[src/hw/amc_pkg.sv]
// package for the async memory strobe timing block: field layouts, widths, states
// assumes a single 125 MHz controller clock
package amc_pkg;
   localparam int FIELD_W = 4;
   localparam int ADDR_W = 16;
   localparam int DATA_W = 16;
   localparam logic [DATA_W-1:0] DATA_RESET = 16'h0000;
   localparam logic [FIELD_W-1:0] CNT_RESET = 4'h0;
   localparam logic [7:0] BYTE_MASK = 8'hFF;

   // phase lengths for one direction, each field is cycles minus one
   typedef struct packed {
      logic [FIELD_W-1:0] setup;
      logic [FIELD_W-1:0] strobe;
      logic [FIELD_W-1:0] hold;
   } amc_timing_s;

   // per-space configuration
   typedef struct packed {
      logic strobe_select;
      logic extended_wait_enable;
      logic bus_width_select;
      logic flash_mode;
      logic [FIELD_W-1:0] turnaround_cycles;
      amc_timing_s rd;
      amc_timing_s wr;
   } amc_config_s;

   // flash phase kinds carried with a request
   typedef enum logic [1:0] {
      AMC_KIND_DATA,
      AMC_KIND_CMD,
      AMC_KIND_ADDR
   } amc_kind_e;

   // one single asynchronous access request
   typedef struct packed {
      logic write;
      amc_kind_e kind;
      logic [ADDR_W-1:0] addr;
      logic [DATA_W-1:0] wdata;
   } amc_req_s;

   typedef enum logic [2:0] {
      AMC_IDLE,
      AMC_TURN,
      AMC_SETUP,
      AMC_STROBE,
      AMC_HOLD
   } amc_state_e;
endpackage

[src/hw/amc_strobe_timing.sv]
// async memory strobe timing controller: one access per request, setup/strobe/hold phases
// assumes requester holds req_valid_in until req_ready_out; memory data input is asynchronous
`timescale 1ns/1ps
module amc_strobe_timing (
   // clock and reset
   input wire logic clk_in,
   input wire logic reset_n_in,
   // configuration
   input wire amc_pkg::amc_config_s config_in,
   // request port
   input wire logic req_valid_in,
   input wire amc_pkg::amc_req_s req_in,
   output logic req_ready_out,
   output logic rdata_valid_out,
   output logic [amc_pkg::DATA_W-1:0] rdata_out,
   // external memory pins
   output logic ext_chip_select_n_out,
   output logic ext_output_enable_n_out,
   output logic ext_write_enable_n_out,
   output logic [amc_pkg::ADDR_W-1:0] ext_addr_out,
   output logic ext_cmd_latch_out,
   output logic ext_addr_latch_out,
   output logic [amc_pkg::DATA_W-1:0] ext_data_out,
   output logic ext_data_oe_n_out,
   input wire logic [amc_pkg::DATA_W-1:0] ext_data_in,
   input wire logic ext_wait_input_in
);
   typedef struct packed {
      amc_pkg::amc_state_e state;
      logic [amc_pkg::FIELD_W-1:0] count;
      logic last_read;
      logic write;
      logic cs_n;
      logic oe_n;
      logic we_n;
      logic drive_n;
      logic cle;
      logic ale;
      logic ready;
      logic rvalid;
      logic [amc_pkg::ADDR_W-1:0] addr;
      logic [amc_pkg::DATA_W-1:0] wdata;
      logic [amc_pkg::DATA_W-1:0] rdata;
      logic [amc_pkg::DATA_W-1:0] sync1;
      logic [amc_pkg::DATA_W-1:0] sync2;
      logic wsync1;
      logic wsync2;
   } amc_st_s;

   amc_st_s st;
   amc_st_s next_st;
   amc_pkg::amc_timing_s tim;

   // mask a bus value to the selected width
   function automatic logic [amc_pkg::DATA_W-1:0] amc_width(input logic wide, input logic [amc_pkg::DATA_W-1:0] v);
      amc_width = wide ? v : {8'h00, v[7:0] & amc_pkg::BYTE_MASK};
   endfunction

   assign tim = st.write ? config_in.wr : config_in.rd;

   // next state of the access sequencer
   always_comb begin
      next_st = st;
      next_st.rvalid = 1'b0;
      next_st.sync1 = ext_data_in;
      next_st.sync2 = st.sync1;
      next_st.wsync1 = ext_wait_input_in;
      next_st.wsync2 = st.wsync1;
      case (st.state)
         amc_pkg::AMC_IDLE: begin
            next_st.ready = 1'b1;
            if (req_valid_in && st.ready) begin
               next_st.ready = 1'b0;
               // command and address forced to write
               next_st.write = req_in.write || (req_in.kind != amc_pkg::AMC_KIND_DATA);
               next_st.addr = req_in.addr;
               next_st.wdata = amc_width(config_in.bus_width_select, req_in.wdata);
               next_st.cle = config_in.flash_mode && (req_in.kind == amc_pkg::AMC_KIND_CMD);
               next_st.ale = config_in.flash_mode && (req_in.kind == amc_pkg::AMC_KIND_ADDR);
               next_st.cs_n = 1'b0;
               if (st.last_read && next_st.write) begin
                  next_st.state = amc_pkg::AMC_TURN;
                  next_st.count = config_in.turnaround_cycles;
               end else begin
                  next_st.state = amc_pkg::AMC_SETUP;
                  next_st.count = next_st.write ? config_in.wr.setup : config_in.rd.setup;
               end
            end
         end
         amc_pkg::AMC_TURN: begin
            if (st.count == amc_pkg::CNT_RESET) begin
               next_st.state = amc_pkg::AMC_SETUP;
               next_st.count = tim.setup;
            end else begin
               next_st.count = st.count - 4'h1;
            end
         end
         amc_pkg::AMC_SETUP: begin
            next_st.drive_n = ~st.write;
            if (st.count == amc_pkg::CNT_RESET) begin
               next_st.state = amc_pkg::AMC_STROBE;
               next_st.count = tim.strobe;
               next_st.we_n = ~st.write;
               next_st.oe_n = st.write;
            end else begin
               next_st.count = st.count - 4'h1;
            end
         end
         amc_pkg::AMC_STROBE: begin
            if (config_in.extended_wait_enable && !st.wsync2) begin
               next_st.count = st.count;
            end else if (st.count == amc_pkg::CNT_RESET) begin
               next_st.state = amc_pkg::AMC_HOLD;
               next_st.count = tim.hold;
               next_st.we_n = 1'b1;
               next_st.oe_n = 1'b1;
               if (!st.write) begin
                  next_st.rdata = amc_width(config_in.bus_width_select, st.sync2);
                  next_st.rvalid = 1'b1;
               end
            end else begin
               next_st.count = st.count - 4'h1;
            end
         end
         amc_pkg::AMC_HOLD: begin
            if (st.count == amc_pkg::CNT_RESET) begin
               next_st.state = amc_pkg::AMC_IDLE;
               next_st.cs_n = 1'b1;
               next_st.drive_n = 1'b1;
               next_st.cle = 1'b0;
               next_st.ale = 1'b0;
               next_st.last_read = ~st.write;
            end else begin
               next_st.count = st.count - 4'h1;
            end
         end
         default: begin
            next_st.state = amc_pkg::AMC_IDLE;
         end
      endcase
   end

   // state register
   always_ff @(posedge clk_in or negedge reset_n_in) begin
      if (!reset_n_in) begin
         st <= '{state: amc_pkg::AMC_IDLE, count: amc_pkg::CNT_RESET, last_read: 1'b0, write: 1'b0,
                 cs_n: 1'b1, oe_n: 1'b1, we_n: 1'b1, drive_n: 1'b1, cle: 1'b0, ale: 1'b0,
                 ready: 1'b0, rvalid: 1'b0, addr: '0, wdata: amc_pkg::DATA_RESET,
                 rdata: amc_pkg::DATA_RESET, sync1: amc_pkg::DATA_RESET, sync2: amc_pkg::DATA_RESET,
                 wsync1: 1'b0, wsync2: 1'b0};
      end else begin
         st <= next_st;
      end
   end

   // outputs straight from state flops
   assign req_ready_out = st.ready;
   assign rdata_valid_out = st.rvalid;
   assign rdata_out = st.rdata;
   assign ext_chip_select_n_out = st.cs_n;
   assign ext_output_enable_n_out = st.oe_n;
   assign ext_write_enable_n_out = st.we_n;
   assign ext_addr_out = st.addr;
   assign ext_cmd_latch_out = st.cle;
   assign ext_addr_latch_out = st.ale;
   assign ext_data_out = st.wdata;
   assign ext_data_oe_n_out = st.drive_n;
endmodule

[config.mk]
export PLATFORM = sky130hd
export DESIGN_NAME = amc_strobe_timing
export DESIGN_NICKNAME = d
export VERILOG_FILES = /design/src/hw/amc_pkg.sv /design/src/hw/amc_strobe_timing.sv
export SDC_FILE = /design/constraint.sdc
export NUM_CORES = 1
export LEC_CHECK = 0
export ABC_CLOCK_PERIOD_IN_PS = 5800
export BUFFER_PORTS_ARGS = -buffer_cell sky130_fd_sc_hd__buf_2
export CAP_MARGIN = 5
export CORE_MARGIN = 5
export CORE_UTILIZATION = 40
export CTS_CLUSTER_DIAMETER = 120
export DETAILED_ROUTE_END_ITERATION = 12
export PLACE_DENSITY_LB_ADDON = 0.2
export SLEW_MARGIN = 20
export SYNTH_ARGS = -nofsm -noshare
export SYNTH_HDL_FRONTEND = slang
export SYNTH_SLANG_ARGS = --single-unit
[constraint.sdc]
create_clock -name clk_in -period 5.8 [get_ports clk_in]
set_input_delay 1.16 -clock clk_in [delete_from_list [all_inputs] [get_ports clk_in]]
set_output_delay 1.16 -clock clk_in [all_outputs]
set_load 0.005 [all_outputs]
* After elaboration in Yosys (flattened, before gate mapping) *
Index checks and enable logic that the tools add are counted.

storage, ports and cells
  flip-flop bits (word level) = 99
  latch bits = 0
  memory bits (writable) = 0
  ROM bits = 0
  input port bits = 87
  output and inout port bits = 56
  word-level logic and storage cells = 89
  memories kept = 0

cells by class
  add/subtract/negate cells = 1
  $mul = 0
  divide/modulo/power cells = 0
  order comparisons = 0
  eq/ne operators = 13
  shift operators = 0
  muxes and demuxes = 32
  bitwise operators = 2
  reductions and logical operators = 22

operator list
  kind                                                                    count
  16-bit two-way mux                                                      2
  4-bit two-way mux                                                       6
  4-bit case mux with 5 select lines                                      1
  3-bit two-way mux                                                       6
  3-bit case mux with 5 select lines                                      1
  2-bit != test (second input constant)                                   7
  12-bit two-way mux                                                      1
  4-bit AND reduction                                                     3
  2-bit case mux with 2 select lines                                      2
  2-bit nonzero test                                                      4
  7-bit two-way mux                                                       1
  3-bit by 2-bit equality test with 1-bit output (second input constant)  2
  1-bit two-way mux                                                       6
  2-bit two-way mux                                                       3
  6-bit two-way mux                                                       1
  2-bit AND reduction                                                     3
  6-bit AND reduction                                                     1
  1-bit logical AND                                                       5
  5-bit nonzero test                                                      1
  4-bit logical NOT                                                       1
  1-bit case mux with 2 select lines                                      2
  4-bit by 1-bit subtractor with 4-bit output (second input constant)     1
  3-bit by 1-bit equality test with 1-bit output (second input constant)  1
  3-bit equality test (second input constant)                             1
  7 further kinds                                                         8

* Logic depth before layout (Yosys ltp) *
Gate-level depths: netlist (run 1).

  depth in word-level cells = 6
  mapped depth = 10
  gate-level depth less buffers = 8

* Worst setup path before layout (run 1) *
OpenSTA, ideal clock, no wires.

  kind = input -> register
  start = input req_in[32] (netlist name)
  end = register st[93] (netlist name)
  library setup time = 83 ps
  arrival time = 2,262 ps
  slack = 3,455 ps
  stages = 6
  cells stage by stage = or3_1 > buf_2 > a21oi_1 > nor2_1 > a311o_1 > o21ai_0

between the ends
  word-level cells in the longest chain between the ends = 6
  elaborated cells between the ends (all ways) = 7
  classes of those cells = mux: 4; reduce/logical: 3

RTL lines
  element                                                 line                                              text
  from (decl)                                             amc_strobe_timing.sv:12                           input wire amc_pkg::amc_req_s req_in,
  2-bit nonzero test *                                    amc_strobe_timing.sv:75                           next_st.write = req_in.write || (req_in.kind != amc_pkg::AMC_KIND_DATA);
  1-bit logical OR *                                      amc_strobe_timing.sv:75
  4-bit two-way mux or 1-bit logical AND (tied branches)  amc_strobe_timing.sv:86, amc_strobe_timing.sv:81
  6-bit two-way mux *                                     amc_strobe_timing.sv:81                           if (st.last_read && next_st.write) begin
  7-bit two-way mux *                                     amc_strobe_timing.sv:72                           if (req_valid_in && st.ready) begin
  4-bit case mux with 5 select lines *                    amc_strobe_timing.sv:69                           case (st.state)
  to (signal assigned)                                    amc_strobe_timing.sv:146                          st <= '{state: amc_pkg::AMC_IDLE, count: amc_pkg::CNT_RESET, last_read: 1'b0, write: 1'b0,
  to (signal assigned)                                    amc_strobe_timing.sv:152                          st <= next_st;
  to (decl)                                               amc_strobe_timing.sv:50                           amc_st_s st;

Mark *: on every way between the ends. The rest lies on a longest branch, timed or not. The select of a mux whose other input is x is not followed.
A chain may end at the register's enable or synchronous reset.

* Worst setup path in the final report (run 1) *
  start = register st[97] (netlist name)
  end = register st, in the netlist ext_addr_out[0]

between the ends
  word-level cells in the longest chain between the ends = 2

RTL lines
  element                               line
  3-bit logical NOT                     amc_strobe_timing.sv:69
  2-bit AND reduction (no source line)  -

No other way between the ends.

==> results by stage, run 1 <==
Synthesis:
- The share of async-settable or async-resettable flops after synthesis is 100%.
- The compound-cell area share of the yosys netlist is 8.50%.
- The average instance in the mapped netlist occupies 11.2 um2.
- After synthesis, the largest family of logic cells by area is buffers and inverters.
- After synthesis, flip-flops and latches occupy 56.2% of the total area.
- The summed instance area of the synthesized netlist is 4420 um2.
- The most used flip-flop cell after synthesis is sky130_fd_sc_hd__dfrtp_1.
- Of the total synthesized cell area, the portion taken by AND, OR, NAND and NOR gates is 11.8%.
- The post-synthesis register bit count is 99.
- The largest area contributor in the synthesized netlist is sky130_fd_sc_hd__dfrtp_1.
- After synthesis, the cell types taking the most area are sky130_fd_sc_hd__dfrtp_1 (54%), sky130_fd_sc_hd__buf_4 (8.2%), sky130_fd_sc_hd__mux2_2 (6.4%), sky130_fd_sc_hd__nand2_1 (5.7%), sky130_fd_sc_hd__o21ai_0 (2.9%).
- Summed over its instances, the top area cell type makes up 53.8% of the synthesized netlist area.
- sky130_fd_sc_hd__dfrtp_1 is the most common cell in the netlist.
- The number of nets handed over by synthesis was 485.
- Multiplexer cells account for 10.4% of the synthesized area.
- The count of warnings emitted by yosys is 0.
- Counting every instance in the synthesized netlist gives 396.
- Counting distinct cell types in the post-synthesis netlist gives 49.
- Counting flops with a built-in enable in the synthesized netlist gives 0.
- The synthesized-area fraction occupied by xor and xnor cells is 0.397%.
- After synthesis, the most frequently instantiated cells are sky130_fd_sc_hd__dfrtp_1 (95), sky130_fd_sc_hd__nand2_1 (67), sky130_fd_sc_hd__buf_4 (48).
- The post-synthesis share of cell area spent on full adders, half adders and majority gates is 0.567%.

Routing:
- In this run, the number of DRC markers left after iteration 0 of detailed routing was 226.
- The average wire length per cell after detail routing is 14.8 um.
- After detailed routing, the number of remaining DRC violations is 0.
- Summing over every cut layer, the via total after detailed routing is 2,979.
- The residual antenna-violating net count after detailed routing is 0.
- Dividing the detail-routed via count by the number of cells gives 4.77.
- The count of TritonRoute iterations in the first routing pass is 4.
- The total length of routed wires is 9.25 mm.

Status:
- The flow ran to the end, and the final reports show no timing, DRC or antenna violations.

CTS:
- The largest buffer count on any clock path is 2.
- The cell sitting at the root of the clock tree is a sky130_fd_sc_hd__clkbuf_8.
- Post-CTS repair changed the size of 0 cells.
- The number of buffers inserted by post-CTS setup repair is 0.
- The total number of clock tree sinks is 99.
- The number of hold buffers added after CTS is 0.
- The clock tree from TritonCTS is yes.
- The clock buffer count from CTS is 9.
- The maximum level of the CTS H-tree is 3.
- The clock insertion delay at the later pin of the skew report is 0.36 ns.
- After clock tree synthesis, the clock-pin slew on the worst setup and hold paths is 0.10 ns.

Worst setup path:
- The type of element capturing the critical path is a flop.
- The critical path is of the flop to flop type.
- The setup slack on the worst flop-to-flop path is 3.23 ns.
- Of all nets on the critical path, the largest fanout is 42.
- At the worst endpoint, the required time is 6.04 ns.
- The element type at the critical path start is a flop.
- In this run the critical register-to-register path is captured at ext_addr_out[0].
- The startpoint identified for the worst register-to-register timing path is st[97].
- Data arrives at the worst endpoint at 2.81 ns.
- The worst setup path startpoint is st[97].
- For the worst flop-to-flop path, the logic depth is 3.

Global routing:
- Global routing used 14.5% of the available tracks.
- The first global-routing pass estimated 15.1 mm of wire.
- The number of antenna violations at the first check in global routing is 0.
- The number of global-route vias before repair is 3,051.
- Entering global routing, the biggest net connects 56 pins.
- The total congestion overflow is 0.

Floorplan:
- The starting density of the core is 40.7%.
- The number of core rows is 38.
- The core outline area is 10,800 um2.
- The floorplan step set the die height to 115 um.
- The floorplan step defined a die boundary enclosing 13,200 um2.
- The chip width is 115 um.
- 143 I/O pins were placed.

Power and ir drop:
- VDD sags by at most 0.000255 V.
- The areal power density over the cells is 460 nW/um2.
- In this run the static leakage power is 2.55 nW.

Cells and area:
- The total number of nets in the final design is 569.
- The non-filler instance count after layout is 625.
- The growth of design area from synthesis to finish is 13.7%.
- The number of fillers in the final layout is 1,071.
- The number of antenna repair diodes is 0.
- Of the cells placed in the final design, the portion with a size suffix greater than 1 is 39.8%.

Min path:
- The startpoint identified for the worst hold timing path is next_st[3].
- The worst hold path belongs to the class flop to flop.
- The worst hold path passes through 0 cells.
- The worst hold path terminates at st[3].

Place:
- The HPWL after detailed placement is 6.85 mm.
- The count of port buffers added during placement is 141.
- The number of cells in the design after placement is 609.
- Routability-driven placement finished with a final weighted congestion of 0.832.

STA:
- After routing, the total negative slack on setup checks comes to 0 ns.
- The number of pins with negative max-slew slack in the final report is 0.
- Measured against its own limit, the worst slew margin works out to 40.8%.
- The achievable clock frequency is 390 MHz.
- Setup violations remaining at the end of the flow were counted as 0.
- The number of endpoints with negative hold slack in the final report was 0.
- Clock skew on the completed layout was measured at 0.00874 ns.
- The actual slew at the worst max-slew pin is 0.887 ns.
- After layout, the minimum clock period comes to 2.57 ns.
- The final critical path takes up 44.3% of the cycle.
- Setup repair after global routing left no endpoint under its margin.

Flow run:
- The number of max-cap violations is 0.
-- worst max path at each step --
stage | to | slack (ns)
6_report | ext_addr_out[0] | 3.23
5_1_grt | st[90] | 2.96
4_1_cts | ext_addr_out[0] | 3.16
3_5_place_dp | rdata_out[12] | 3.02
3_3_place_gp | rdata_out[13] | 3.00
2_1_floorplan | st[93] | 3.46
-- through the flow --
stage	utilization (%)	setup slack [ns]	hold WS, ns	area [um2]	total power [W]
finish	46.3	3.23	0.349	5020	0.00231
global route	46.3	2.96	0.365	5020	0.00252
CTS	46.3	3.16	0.354	5020	0.00235
detailed placement	44.4	3.02	0.335	4820	0.00190
global placement	44.4	3.00	0.333	4820	0.00187
floorplan	-	3.46	0.331	4420	0.00177
-- layout make-up --
cell class,instances,area (um2),area share [%]
clock buffers,10,128,2.54
clock inverters,6,72.6,1.45
inverters,10,42.5,0.848
multi-input cells,218,1400,27.9
flip-flops and latches,99,2480,49.5
well taps,140,175,3.49
repair buffers,142,716,14.3
-- worst max-delay path, cell delays in order, from the launching register on --
cell and delay, ns:
sky130_fd_sc_hd__dfrtp_1 0.63, sky130_fd_sc_hd__nor3_1 0.49, sky130_fd_sc_hd__nand3_2 0.76, sky130_fd_sc_hd__mux2_2 0.56
-- kinds of logic after synthesis --
group / Yosys count
adders and majority gates: 2
buffers and inverters: 79
DFF: 99
muxes: 39
AOI/OAI and AO/OA: 63
and+or+nand+nor: 112
xor gates and xnor gates: 2
-- flip-flops by register name, summed over array words and instances (netlist names) --
signal and cells:
st 26, next_st 17, ext_addr_out 16, ext_data_out 16
rdata_out 16, ext_addr_latch_out 1, ext_chip_select_n_out 1, ext_cmd_latch_out 1
ext_data_oe_n_out 1, ext_output_enable_n_out 1, ext_write_enable_n_out 1, rdata_valid_out 1
req_ready_out 1
-- placed cells by master (no fill, tap or decap), types with 9 or more instances in the layout --
cell type / instances
sky130_fd_sc_hd__buf_2: 140
sky130_fd_sc_hd__dfrtp_1: 95
sky130_fd_sc_hd__nand2_1: 67
sky130_fd_sc_hd__o21ai_0: 26
sky130_fd_sc_hd__mux2_2: 25
sky130_fd_sc_hd__a21oi_1: 13
sky130_fd_sc_hd__nor2_1: 12
sky130_fd_sc_hd__nand3_1: 11
sky130_fd_sc_hd__mux2i_1: 11
sky130_fd_sc_hd__inv_1: 9
sky130_fd_sc_hd__clkbuf_8: 9
-- routing by layer --
metal | track usage [%] | up-vias | part of all wire [%]
met3 | 5.63 | 11 | 8.8
met5 | 0 | - | 0
met2 | 22.8 | 104 | 47
li1 | - | 1460 | -
met1 | 18.9 | 1404 | 43
met4 | 3.76 | 0 | 1.1
-- power by group --
| part | internal [W] | total, W | switching [W] |
|---|---|---|---|
| combinational | 0.000413 | 0.000778 | 0.000365 |
| sequential | 0.000905 | 0.00109 | 0.000185 |
| clock | 0.000204 | 0.000443 | 0.000238 |
| total | 0.00152 | 0.00231 | 0.000788 |
Note: power is estimated with default switching activity, not from simulation.
==> run 2: changes to the inputs <==
Settings changed: ABC_CLOCK_PERIOD_IN_PS 5800 to 2500.
Clock period 5.8 ns to 2.5 ns, I/O delays scaled along.
==> results by stage, run 2 (synthesis gave the netlist of run 1 again) <==
STA:
- The number of pins with negative max-slew slack in the final report is 0 (unchanged).
- The number of endpoints with negative hold slack in the final report is 0 (unchanged).
- The total negative slack is 0 ns (unchanged).
- The remaining max-slew budget at the tightest pin is 55.2% (+14 points).
- Setup repair after global routing left no endpoint under its margin.
- The final critical-path setup slack is 0.379 ns (-2.85 ns).
- The achievable clock frequency is 471 MHz (+21%).
- The final count of negative-setup-slack endpoints is 0 (unchanged).
- The post-route minimum period is 2.12 ns (-0.446 ns).
- The clock skew after layout is 0.0207 ns (+0.0119 ns).
- The actual slew at the worst max-slew pin is 0.668 ns (-0.219 ns).
- The final clock period utilization by the worst path is 84.8% (+41 points).

CTS:
- The number of hold buffers added after CTS came to 0 (unchanged).
- TritonCTS built the clock tree.
- The largest buffer count on any clock path came to 2 (unchanged).
- The clock buffer count from CTS is 9 (unchanged).
- The clock insertion delay at the later pin of the skew report is 0.36 ns (about the same).
- The cell sitting at the root of the clock tree is a sky130_fd_sc_hd__clkbuf_8.
- The total number of clock tree sinks was 99 (unchanged).
- The count of cells resized by post-cts repair is 0 (unchanged).
- The clock-pin slew reported for the worst setup and hold paths after clock tree synthesis is 0.11 ns (about the same).
- The maximum level of the CTS H-tree is 3 (unchanged).
- The number of buffers inserted by post-CTS setup repair is 0 (unchanged).

Cells and area:
- The growth of design area from synthesis to finish is 15.7%.
- The number of flip-flops under the largest register name is 26 (unchanged).
- Leaving out fill and tap cells, the most frequent cells in the layout are sky130_fd_sc_hd__buf_2 (140), sky130_fd_sc_hd__dfrtp_1 (95), sky130_fd_sc_hd__nand2_1 (67).
- The number of antenna repair diodes was 0 (unchanged).
- The share of cells above drive strength 1 was 41.3% (+1.5 points).
- The total number of nets in the final design is 580 (+1.9%).
- Counting flops per register, the top entry is st.
- The most common cell after layout, fill and taps aside is sky130_fd_sc_hd__buf_2.

Floorplan:
- The number of core rows was 38 (unchanged).
- The floorplan die area came to 13,200 um2 (unchanged).
- The die extent in y is 115 um (unchanged).
- The core outline area is 10,800 um2 (unchanged).
- The top-level port count was 143 (unchanged).
- The starting density of the core is 40.7% (unchanged).
- The chip width is 115 um (unchanged).

Global routing:
- The total congestion overflow is 0 (unchanged).
- The number of global-route vias before repair is 3,158 (+3.5%).
- The global-route usage over all layers was 14.6% (+0.094 points).
- The number of antenna violations at the first check in global routing is 1 (+1).
- The wire length of the first global-routing pass is 15.4 mm (+2.1%).
- The largest net degree at the start of global routing is 49 (-13%).

Power and ir drop:
- The leakage power was 2.61 nW (+2.2%).
- The largest voltage drop on the vdd net is 0.000511 V (+100%).
- The areal power density over the cells is 1060 nW/um2 (+130%).

Worst setup path:
- In this run the worst setup path begins at st[92].
- The setup slack on the worst flop-to-flop path came to 0.38 ns (-2.85 ns).
- The critical-path cell with the highest stage delay is sky130_fd_sc_hd__dfrtp_1.
- STA classifies the critical path endpoint as a flop.
- The data arrival time at the worst-slack endpoint is 2.41 ns (-0.40 ns).
- The most numerous cell type found on the critical path is sky130_fd_sc_hd__o21ai_0.
- The element type at the critical path start is a flop.
- The maximum fanout count along the critical path was 8 (-81%).
- The critical path is of the flop to flop type.
- The maximum single-stage delay on the critical path is 0.48 ns (-0.28 ns).
- The data required time of the critical path is 2.79 ns (-3.25 ns).
- The signal on the critical path passes through inv_1 -> ha_1 -> nor3b_1 -> buf_4 -> o21ai_0 -> nand3_1 -> a311o_1 -> o21ai_0.
- The startpoint of the worst register-to-register path is st[92].

Place:
- The post-placement setup slack is 0.392 ns (-2.63 ns).
- The count of port buffers added during placement is 141 (unchanged).
- The post-DP HPWL is 7.03 mm (+2.6%).
- The weighted congestion at the end of routability-driven global placement is 0.848 (+2.0%).

Status:
- The flow ran to the end, and the final reports show no timing, DRC or antenna violations.

Routing:
- The residual antenna-violating net count after detailed routing is 0 (unchanged).
- The average via count per standard cell is 4.84 (+1.6%).
- The total length of routed wires came to 9.53 mm (+3.0%).
- The via total after detailed routing is 3,080 (+3.4%).
- The iteration-0 DRC count of the detailed router is 202 (-11%).
- The count of TritonRoute iterations in the first routing pass is 4 (unchanged).
- The average wire length per cell after detail routing is 15.0 um (+1.3%).
- The DRC violations left is 0 (unchanged).

Flow run:
- The number of max-cap violations is 0 (unchanged).

Min path:
- The path class of the lowest-slack min-delay path is primary input to asynchronous set/reset pin.
[run 2: layout make-up]
cell class	count	area, um2
Tap cell	140	175
Sequential cell	99	2480
Clock inverter	6	56.3
Fill cell	1061	5730
Multi-Input combinational cell	218	1400
Timing Repair Buffer	153	811
Clock buffer	10	138
Inverter	10	42.5
[run 2: layer usage]
metal	up-vias	global-route usage, %	share of wire (%)	routed length (um)
met3	20	5.11	7.9	751
li1	1482	-	-	-
met2	114	22.6	47	4450
met5	-	0	0.14	13
met1	1462	19.2	43	4120
met4	2	5.09	2.0	193
[run 2: final timing paths]
check                                  end  depth (start not counted)
min                                  st[4]                          1
min in group clk_in             next_st[6]                          1
max reg2reg                         st[93]                          8
max                                 st[93]                          8
min reg2reg                          st[4]                          0
max in group asynchronous  ext_data_out[2]                          2
[run 2: critical path, delay by kind of cell, from the launching register on]
family,cells,cell delay [ns]
flip-flops,1,0.48
AND/OR/NAND/NOR,2,0.44
adder cells (fa/ha/maj),1,0.25
AO/OA/AOI/OAI,3,0.62
buffers and inverters,2,0.28
[run 2: metrics by stage]
step | instance area, um2 | power (W) | hold WS, ns | cells | util (%)
floorplan | 4420 | 0.00411 | 0.204 | 396 | -
global placement | 4910 | 0.00442 | 0.331 | 620 | 45.3
detailed placement | 4910 | 0.00449 | 0.336 | 620 | 45.3
CTS | 5110 | 0.00552 | 0.0688 | 636 | 47.1
global route | 5110 | 0.00588 | 0.0836 | 636 | 47.1
finish | 5110 | 0.00543 | 0.0729 | 636 | 47.1
[run 2: power by group]
part | switching [W] | internal, W | total, W
clock network | 0.000583 | 0.000409 | 0.000992
logic | 0.000950 | 0.00102 | 0.00197
registers | 0.000361 | 0.00210 | 0.00246
